--- config.mk ---
export PLATFORM = sky130hd
export DESIGN_NAME = sar_adc_ctrl
export DESIGN_NICKNAME = d
export VERILOG_FILES = /design/src/rtl/sar_pkg.sv /design/src/rtl/sar_clkdiv.sv /design/src/rtl/sar_adc_ctrl.sv
export VERILOG_INCLUDE_DIRS = /design/src /design/src/rtl
export SDC_FILE = /design/constraint.sdc
export NUM_CORES = 1
export LEC_CHECK = 0
export BUFFER_PORTS_ARGS = -buffer_cell sky130_fd_sc_hd__buf_2
export CAP_MARGIN = 20
export CORE_MARGIN = 2
export CORE_UTILIZATION = 58
export CTS_CLUSTER_SIZE = 24
export DETAILED_ROUTE_END_ITERATION = 12
export GPL_TIMING_DRIVEN = 0
export HOLD_SLACK_MARGIN = 0.1
export PLACE_DENSITY = 0.79
export SYNTH_ARGS = -nofsm -noshare
export SYNTH_HDL_FRONTEND = slang
export SYNTH_SLANG_ARGS = --single-unit
--- constraint.sdc ---
create_clock -name clk_in -period 4.75 [get_ports clk_in]
set_clock_uncertainty 0.15 [all_clocks]
set_input_delay 0.95 -clock clk_in [delete_from_list [all_inputs] [get_ports clk_in]]
set_output_delay 0.95 -clock clk_in [all_outputs]
set_load 0.01 [all_outputs]
--- src/rtl/sar_params.svh ---
`ifndef SAR_PARAMS_SVH
`define SAR_PARAMS_SVH

// Result width and number of codes
`define SAR_CODE_W 8
`define SAR_CODES 256
// Analog input word: fraction of the span 2*Vref, in 1/4096 steps
`define SAR_AIN_W 12
// Half an output step in input units, gives the +0.5 rounding
`define SAR_ROUND 13'h0008
// Input units per output step (log2)
`define SAR_STEP_SH 4
// Falling input clock edge on which the sample is frozen
`define SAR_HOLD_EDGE 5'h03
// Input clock cycles per conversion
`define SAR_CONV_EDGES 5'h14
// Internal clock ticks per conversion
`define SAR_INT_TICKS 4'ha
// First internal tick that decides a result bit
`define SAR_FIRST_BIT_TICK 4'h3
// Reset values
`define SAR_RESULT_RST 8'h00
`define SAR_SAMPLE_RST 12'h000

`endif

--- src/rtl/sar_pkg.sv ---
`include "sar_params.svh"

package sar_pkg;

   typedef enum logic {SAR_IDLE, SAR_CONV} sar_state_t;

   typedef struct packed {
      sar_state_t state;
      logic sel_prev;
      logic busy_n;
      logic guard;
      logic [4:0] fe_cnt;
      logic [3:0] tick_cnt;
      logic [`SAR_CODE_W-1:0] sar;
      logic [`SAR_AIN_W-1:0] sample;
      logic [`SAR_CODE_W-1:0] result;
   } sar_ctrl_t;

   typedef struct packed {
      logic clk_prev;
      logic phase;
   } sar_div_t;

endpackage

--- src/rtl/sar_clkdiv.sv ---
`timescale 1ns/1ps

module sar_clkdiv
   import sar_pkg::*;
(
   // Clock and reset
   input wire logic clk_in,
   input wire logic rst_n_in,
   // Converter clock pin and run control
   input wire logic conv_clk_in,
   input wire logic run_in,
   // Edge and internal clock enables
   output logic fall_out,
   output logic tick_out
);

   sar_div_t s_reg;
   sar_div_t s_next;

   assign fall_out = s_reg.clk_prev & ~conv_clk_in;
   // Every second falling edge while running; stopped otherwise
   assign tick_out = fall_out & s_reg.phase & run_in; // RQ17 RQ18

   always_comb
   begin
      s_next = s_reg;
      s_next.clk_prev = conv_clk_in;
      if (!run_in)
      begin
         s_next.phase = 1'b0;
      end
      else if (fall_out)
      begin
         s_next.phase = ~s_reg.phase; // RQ17
      end
   end

   always_ff @(posedge clk_in)
   begin
      if (!rst_n_in)
      begin
         s_reg <= '0;
      end
      else
      begin
         s_reg <= s_next;
      end
   end
endmodule // sar_clkdiv

--- src/rtl/sar_adc_ctrl.sv ---
`timescale 1ns/1ps
`include "sar_params.svh"

//
// Overview of operation
// RQ1: Low chip select and read start conversions.
// RQ2: Resolve 256 codes, bit 0 least significant.
// RQ3: Code is floor(256*vin/(2*vref) + 0.5).
// RQ4: Busy goes low once conversion starts.
// RQ5: Track input, freeze on third falling edge.
// RQ6: Busy rises at completion; host then reads.
// RQ7: Slow-memory host waits at least 5 us.
// RQ8: Start read returns the previous result.
// RQ9: Busy low whole conversion, read release irrelevant.
// RQ10: ROM host waits for busy before rereading.
// RQ11: Blind host waits one conversion time.
// RQ12: Read within one clock after busy: no start.
// RQ13: Read during conversion returns previous result.
// RQ14: Host keeps start edge 20 ns off clock.
// RQ15: Host times starts from converter clock source.
// RQ16: Host polls or interrupts on busy rising.
// RQ17: Internal clock is input clock divided two.
// RQ18: 20 input cycles, 10 ticks, then stop.
// RQ19: SAR cleared on first internal tick.
// RQ20: Data driven only while selected and read.
module sar_adc_ctrl
   import sar_pkg::*;
(
   // Clock and reset
   input wire logic clk_in,
   input wire logic rst_n_in,
   // Converter clock pin, sampled as a level
   input wire logic conv_clk_in,
   // Host read bus control
   input wire logic cs_n_in,
   input wire logic rd_n_in,
   // Digitised analog input, fraction of 2*Vref in 1/4096 steps
   input wire logic [`SAR_AIN_W-1:0] analog_input_in,
   // Status
   output logic busy_n_out,
   // Three-state data bus, bit 0 is result_bit0
   output logic [`SAR_CODE_W-1:0] data_out,
   output logic data_oe_out
);

   // ****************************************
   // Helpers
   // ****************************************

   // Comparator: keep the trial code if the rounded input reaches it
   function automatic logic sar_compare(input logic [`SAR_AIN_W-1:0] smp,
                                        input logic [`SAR_CODE_W-1:0] trial);
      logic [12:0] lhs;
      logic [12:0] rhs;
      lhs = {1'b0, smp} + `SAR_ROUND;
      rhs = {1'b0, trial, 4'h0};
      return lhs >= rhs;
   endfunction

   // Bit under trial for a given internal tick
   function automatic logic [`SAR_CODE_W-1:0] sar_mask(input logic [3:0] tick);
      logic [3:0] pos;
      pos = `SAR_INT_TICKS - tick;
      return 8'h01 << pos;
   endfunction

   // ****************************************
   // State
   // ****************************************

   sar_ctrl_t s_reg;
   sar_ctrl_t s_next;
   logic sel;
   logic start;
   logic fall;
   logic tick;
   logic finish;
   logic [3:0] tick_new;
   logic [`SAR_CODE_W-1:0] trial;
   logic [`SAR_CODE_W-1:0] decided;

   assign sel = ~cs_n_in & ~rd_n_in;
   // New start edge, ignored while running or just after completion
   assign start = sel & ~s_reg.sel_prev & (s_reg.state == SAR_IDLE) & ~s_reg.guard; // RQ1 RQ12

   sar_clkdiv u_clkdiv
   (
      .clk_in(clk_in),
      .rst_n_in(rst_n_in),
      .conv_clk_in(conv_clk_in),
      .run_in(s_reg.state == SAR_CONV),
      .fall_out(fall),
      .tick_out(tick)
   );

   // ****************************************
   // Conversion sequencing
   // ****************************************

   always_comb
   begin
      s_next = s_reg;
      tick_new = s_reg.tick_cnt + 4'h1;
      trial = s_reg.sar | sar_mask(tick_new);
      decided = sar_compare(s_reg.sample, trial) ? trial : s_reg.sar; // RQ2 RQ3
      finish = 1'b0;
      s_next.sel_prev = sel;
      case (s_reg.state)
         SAR_IDLE:
         begin
            s_next.sample = analog_input_in; // RQ5
            if (fall)
            begin
               s_next.guard = 1'b0; // RQ12
            end
            if (start)
            begin
               s_next.state = SAR_CONV;
               s_next.busy_n = 1'b0; // RQ4
               s_next.fe_cnt = 5'h00;
               s_next.tick_cnt = 4'h0;
            end
         end
         SAR_CONV:
         begin
            if (s_reg.fe_cnt < `SAR_HOLD_EDGE)
            begin
               s_next.sample = analog_input_in; // RQ5
            end
            if (fall)
            begin
               s_next.fe_cnt = s_reg.fe_cnt + 5'h01;
            end
            if (tick)
            begin
               s_next.tick_cnt = tick_new;
               if (tick_new == 4'h1)
               begin
                  s_next.sar = '0; // RQ19
               end
               else if (tick_new >= `SAR_FIRST_BIT_TICK)
               begin
                  s_next.sar = decided;
               end
               if (tick_new == `SAR_INT_TICKS)
               begin
                  finish = 1'b1;
                  s_next.result = decided; // RQ6
                  s_next.busy_n = 1'b1; // RQ6 RQ9 RQ18
                  s_next.guard = 1'b1; // RQ12
                  s_next.state = SAR_IDLE;
               end
            end
         end
         default:
         begin
            s_next.state = SAR_IDLE;
         end
      endcase
   end

   always_ff @(posedge clk_in)
   begin
      if (!rst_n_in)
      begin
         s_reg.state <= SAR_IDLE;
         s_reg.sel_prev <= 1'b0;
         s_reg.busy_n <= 1'b1;
         s_reg.guard <= 1'b0;
         s_reg.fe_cnt <= 5'h00;
         s_reg.tick_cnt <= 4'h0;
         s_reg.sar <= `SAR_RESULT_RST;
         s_reg.sample <= `SAR_SAMPLE_RST;
         s_reg.result <= `SAR_RESULT_RST;
      end
      else
      begin
         s_reg <= s_next;
      end
   end

   // ****************************************
   // Outputs
   // ****************************************

   assign busy_n_out = s_reg.busy_n;
   // Latch always shows the last completed result
   assign data_out = s_reg.result; // RQ8 RQ13
   assign data_oe_out = sel; // RQ20

   function automatic logic [`SAR_CODE_W-1:0] ref_code(input logic [`SAR_AIN_W-1:0] smp);
      logic [12:0] sum;
      sum = ({1'b0, smp} + `SAR_ROUND) >> `SAR_STEP_SH;
      return (sum > 13'h00ff) ? 8'hff : sum[7:0];
   endfunction
endmodule // sar_adc_ctrl

=== Yosys cells after proc, flatten, opt, wreduce, memory -nomap -nowiden ===
Cells that the tools add are included.

* Add/sub/neg operators: 4
* Magnitude comparators: 3
* Equality and inequality tests: 8
* Shift operators: 1
* Mux-type cells: 17
* Bitwise gates (word level): 15
* Reduce and logical (&&, ||, !) cells: 8

{| class="wikitable"
|+ Operators by type and width
! cell !! number
|-
| 2-to-1 mux 12 bit || 2
|-
| 2-to-1 mux 8 bit || 3
|-
| one-hot mux 12 bit (2 select lines) || 1
|-
| one-hot mux 11 bit (2 select lines) || 1
|-
| adder 12 x 4 -> 13 bit (second input constant) || 1
|-
| >= comparator 13 x 12 -> 1 bit || 1
|-
| AND reduction 3 bit || 4
|-
| inequality test 2 x 1 -> 1 bit (second input constant) || 5
|-
| 2-to-1 mux 9 bit || 1
|-
| OR 8 bit || 1
|-
| left shift 1 x 4 -> 8 bit (first input constant) || 1
|-
| AND 1 bit || 7
|-
| inverter 1 bit || 7
|-
| AND reduction 2 bit || 3
|-
| adder 5 x 1 -> 5 bit (second input constant) || 1
|-
| less-than comparator 5 x 2 -> 1 bit (second input constant) || 1
|-
| 2-to-1 mux 1 bit || 5
|-
| 2-to-1 mux 5 bit || 1
|-
| adder 4 x 1 -> 4 bit (second input constant) || 1
|-
| == test 4 x 1 -> 1 bit (second input constant) || 1
|-
| == test 4 bit (second input constant) || 1
|-
| >= comparator 4 x 2 -> 1 bit (second input constant) || 1
|-
| 2-to-1 mux 2 bit || 2
|-
| subtractor 4 bit (first input constant) || 1
|-
| 3 further kinds || 3
|}

* Bits in registers: 43
* Bits of input ports: 17
* Output and inout bits: 10
* Logic and storage cells: 67

=== Longest topological paths before layout ===
* Depth after elaboration: 10
* Mapped depth: 14
* Depth with buffers taken out: 13

=== By module ===
From an unflattened synthesis, not the netlist that was laid out.

* Cells, all modules: 270
* Area, all modules: 2528.7 um2

{| class="wikitable"
|+ Modules (own cells, without submodules)
! module !! times used !! cells an instance !! area an instance (um2) !! seq. area each (um2)
|-
| sar_adc_ctrl || 1 || 263 || 2444.8 || 820.8
|-
| sar_clkdiv || 1 || 7 || 83.8 || 40.0
|}

=== Worst setup path before layout ===
Ideal clock, no wire load.

* Path type: register to register
* Start point: reg s_reg[28] (netlist bit)
* End point: reg s_reg, in the netlist data_out[0]
* Arrival: 3.149 ns
* Data required time: 4.523 ns
* Setup slack: 1.374 ns
* Stages on the path, launching flop included: 15
* Buffers on the path: 2
* Period minus slack after synthesis: 3.376 ns
* Cells stage by stage: dfxtp_1 -> ha_1 -> buf_2 -> nand2b_1 -> o22ai_1 -> or3_1 -> buf_4 -> and2_4 -> a31oi_1 -> ha_1 -> nand4_1 -> or4_1 -> o211ai_1 -> o2111ai_1 -> o22ai_1

* Cells in the longest elaborated chain, start to end: 6
* Elaborated cells on any way between the ends: 8
* Those cells by class: add/sub: 2; order compare: 1; eq/ne: 1; shift: 1; mux: 1; bitwise: 1; reduce/logical: 1

{| class="wikitable"
|+ Ends and longest elaborated chain
! what !! RTL line !! text
|-
| start: declaration || sar_adc_ctrl.sv:71 || <nowiki>sar_ctrl_t s_reg;</nowiki>
|-
| start signal: assignment || sar_adc_ctrl.sv:178 || <nowiki>s_reg <= s_next;</nowiki>
|-
| adder 4 x 1 -> 4 bit (*) || sar_adc_ctrl.sv:103 || <nowiki>tick_new = s_reg.tick_cnt + 4'h1;</nowiki>
|-
| subtractor 4 bit (no line) || - ||
|-
| left shift 1 x 4 -> 8 bit || sar_adc_ctrl.sv:64 || <nowiki>return 8'h01 << pos;</nowiki>
|-
| OR 8 bit || sar_adc_ctrl.sv:104 || <nowiki>trial = s_reg.sar | sar_mask(tick_new);</nowiki>
|-
| >= comparator 13 x 12 -> 1 bit || sar_adc_ctrl.sv:57 || <nowiki>return lhs >= rhs;</nowiki>
|-
| 2-to-1 mux 8 bit || sar_adc_ctrl.sv:105 || <nowiki>decided = sar_compare(s_reg.sample, trial) ? trial : s_reg.sar;</nowiki>
|}

Every way passes the cells marked *; elsewhere a longest branch is shown, timed or not.
A chain may end at the register's enable or synchronous reset.

=== Worst setup path in the final report ===
* Start point: reg s_reg[29] (netlist bit)
* End point: reg s_reg, in the netlist data_out[5]

The elaborated chain is that of the path after synthesis.

==> flow_metrics.env <==
export IMPL_ios=27
export IMPL_dpl_worst_slack_ns=0.836
export IMPL_grt_max_degree=13
export IMPL_crit_fanout=11
export IMPL_ys_types=49
export IMPL_synth_edf_count=0
export IMPL_synth_commonest_cells="dfxtp_1 (43), nor2_1 (25), mux2i_1 (20)"
export IMPL_cpPeakStageDelay_ns=0.55
export IMPL_ir_drop_v=0.000192
export IMPL_yosysMostFrequentCell="dfxtp_1"
export IMPL_synthAdderAreaFrac=0.0898
export IMPL_cp_num_buf_inv=2
export IMPL_yosysWarnings=0
export IMPL_period_needed_ns=3.99
export IMPL_first_iter_violations=129
export IMPL_wire_per_inst_um=13.4
export IMPL_gp_congestion=0.868
export IMPL_fin_nets=330
export IMPL_cts_root_buf="clkbuf_8"
export IMPL_maxSlewViolCount=0
export IMPL_cp_top_family="simple AND/OR/NAND/NOR gates"
export IMPL_drive_above_1_share=0.182
export IMPL_cts_tree="done"
export IMPL_grt_overflow=0
export IMPL_grt_pass1_vias=1703
export IMPL_h_tree_depth=2
export IMPL_drt_vias_per_instance=5.59
export IMPL_synth_xor_area_frac=0.0549
export IMPL_vias=1938
export IMPL_synth_seq_area_share=0.363
export IMPL_status="completed"
export IMPL_final_core_utilization=0.666
export IMPL_start_util=0.597
export IMPL_synthSimpleGateAreaFrac=0.173
export IMPL_synth_mux_area_frac=0.0845
export IMPL_die_area_mm2=0.00461
export IMPL_grt_usage=0.225
export IMPL_critPathCaptureType="flop"
export IMPL_postSynthAreaPerCell_um2=9.01
export IMPL_rsz0062_at_grt="no"
export IMPL_area_delta_synth_final_pct=11.6
export IMPL_drv_cap=0
export IMPL_postSynthCellCount=263
export IMPL_yosys_top_cells_area="dfxtp_1 (36%), ha_1 (9.0%), mux2i_1 (8.4%)"
export IMPL_yosysTopAreaCellShare=0.363
export IMPL_ys_flop_type="dfxtp_1"
export IMPL_rows=23
export IMPL_cts_sinks=43
export IMPL_setup_viol_count_final=0
export IMPL_cts_resized=0
export IMPL_antenna_cells=0
export IMPL_die_w_um=67.9
export IMPL_hp_class="reg2reg"
export IMPL_post_route_drc_count=0
export IMPL_syn_num_nets=297
export IMPL_synth_area_leader_cell="dfxtp_1"
export IMPL_max_freq_ghz=0.251
export IMPL_async_flop_share=0
export IMPL_worst_pin_slew_ns=0.521
export IMPL_stdcell_count=347
export IMPL_antenna_found_initial=0
export IMPL_cp_data_required_time_ns=4.81
export IMPL_powerDensity_mw_per_mm2=242
export IMPL_holdBufCountCts=0
export IMPL_crit_type="reg2reg"
export IMPL_dp_cells=339
export IMPL_crit_arrival_ns=4.05
export IMPL_insertion_delay_ns=0.29
export IMPL_synth_top_family_by_area="simple AND/OR/NAND/NOR gates"
export IMPL_ant_nets=0
export IMPL_period_share=0.840
export IMPL_p_leak_nw=1.12
export IMPL_clockBufferDepth=2
export IMPL_synth_seq_cells=43
export IMPL_synth_compound_area_share=0.171
export IMPL_dr_pass1_iters=4
export IMPL_finalSetupTns_ns=0
export IMPL_hold_violations=0
export IMPL_drt_total_wl_um=4650
export IMPL_cp_slowest_cell="dfxtp_1"
export IMPL_post_dp_hpwl_um=3620
export IMPL_largest_reg_flops=32
export IMPL_port_buffers=26
export IMPL_cts_buffers=5
export IMPL_syn_cell_area_mm2=0.00237
export IMPL_start_kind="flop"
export IMPL_fin_ws_ns=0.761
export IMPL_grt_pass1_wl_um=7710
export IMPL_slew_headroom=0.651
export IMPL_design_core_area_mm2=0.00397
export IMPL_dieHeight_um=67.9
export IMPL_hold_slack_ns=0.325
export IMPL_cts_setup_buffers=0
export IMPL_crit_chain="ha_1, buf_2, nand2b_1, o22ai_1, or3_1, buf_4, and2_4, a31oi_1, ha_1, nand4_1, or4_1, o211ai_1, o2111ai_1, o22ai_1"
export IMPL_cts_clk_slew_worst_paths_ns=0.08
## stage by stage
stage | power [mW] | cell area, µm²
CTS | 0.649 | 2640
global route | 0.672 | 2640
finish | 0.640 | 2640
detailed placement | 0.431 | 2560
global placement | 0.430 | 2560
floorplan | 0.414 | 2370
## layer usage
layer | track usage | routed length (µm)
met1 | 0.300 | 2110
met4 | 0.0850 | 85
met2 | 0.350 | 2290
met5 | 0 | 0
met3 | 0.0559 | 166
## power by group
group | internal (mW) | switching, mW
clock network | 0.103 | 0.114
registers | 0.368 | 0.00626
logic | 0.0217 | 0.0268
total | 0.493 | 0.147
## cell type report
| type | instances | area, µm² |
|---|---|---|
| Sequential cell | 43 | 861 |
| Tap cell | 50 | 62.6 |
| Clock buffer | 7 | 76.3 |
| Multi-Input combinational cell | 193 | 1360 |
| Clock inverter | 1 | 5.00 |
| Buffer | 18 | 116 |
| Fill cell | 326 | 1330 |
| Inverter | 9 | 33.8 |
| Timing Repair Buffer | 26 | 130 |
## cell families (layout without fill, tap and decap cells)
family,Yosys count,in the layout
buffers and inverters,27,61
AND/OR/NAND/NOR,85,85
multiplexers,20,20
flip-flops,43,43
adder cells (fa/ha/maj),17,17
AO/OA/AOI/OAI,57,57
XOR/XNOR,14,14
## worst min-delay path: cells and delay by family, from the launching register on
kind            cells  cell delay, ns
flops               1            0.32
simple gates        1            0.06
compound gates      1            0.07
## path summary, 6_finish.rpt
check / cells past startpoint / slack [ns] / to / start
max: 14 / 0.76 / data_out[5] / s_reg[29]
min: 2 / 0.32 / busy_n_out / busy_n_out
min reg2reg: 2 / 0.32 / busy_n_out / busy_n_out
max reg2reg: 14 / 0.76 / data_out[5] / s_reg[29]
## cells in the final DEF (no fill, tap or decap), types with 8 or more instances in the layout
cell / count
a21oi_1: 14
buf_2: 29
buf_4: 10
dfxtp_1: 43
ha_1: 17
inv_1: 8
mux2i_1: 20
nand2_1: 18
nand3_1: 17
nor2_1: 25
o22ai_1: 9
(Power assumes the default switching activity.)
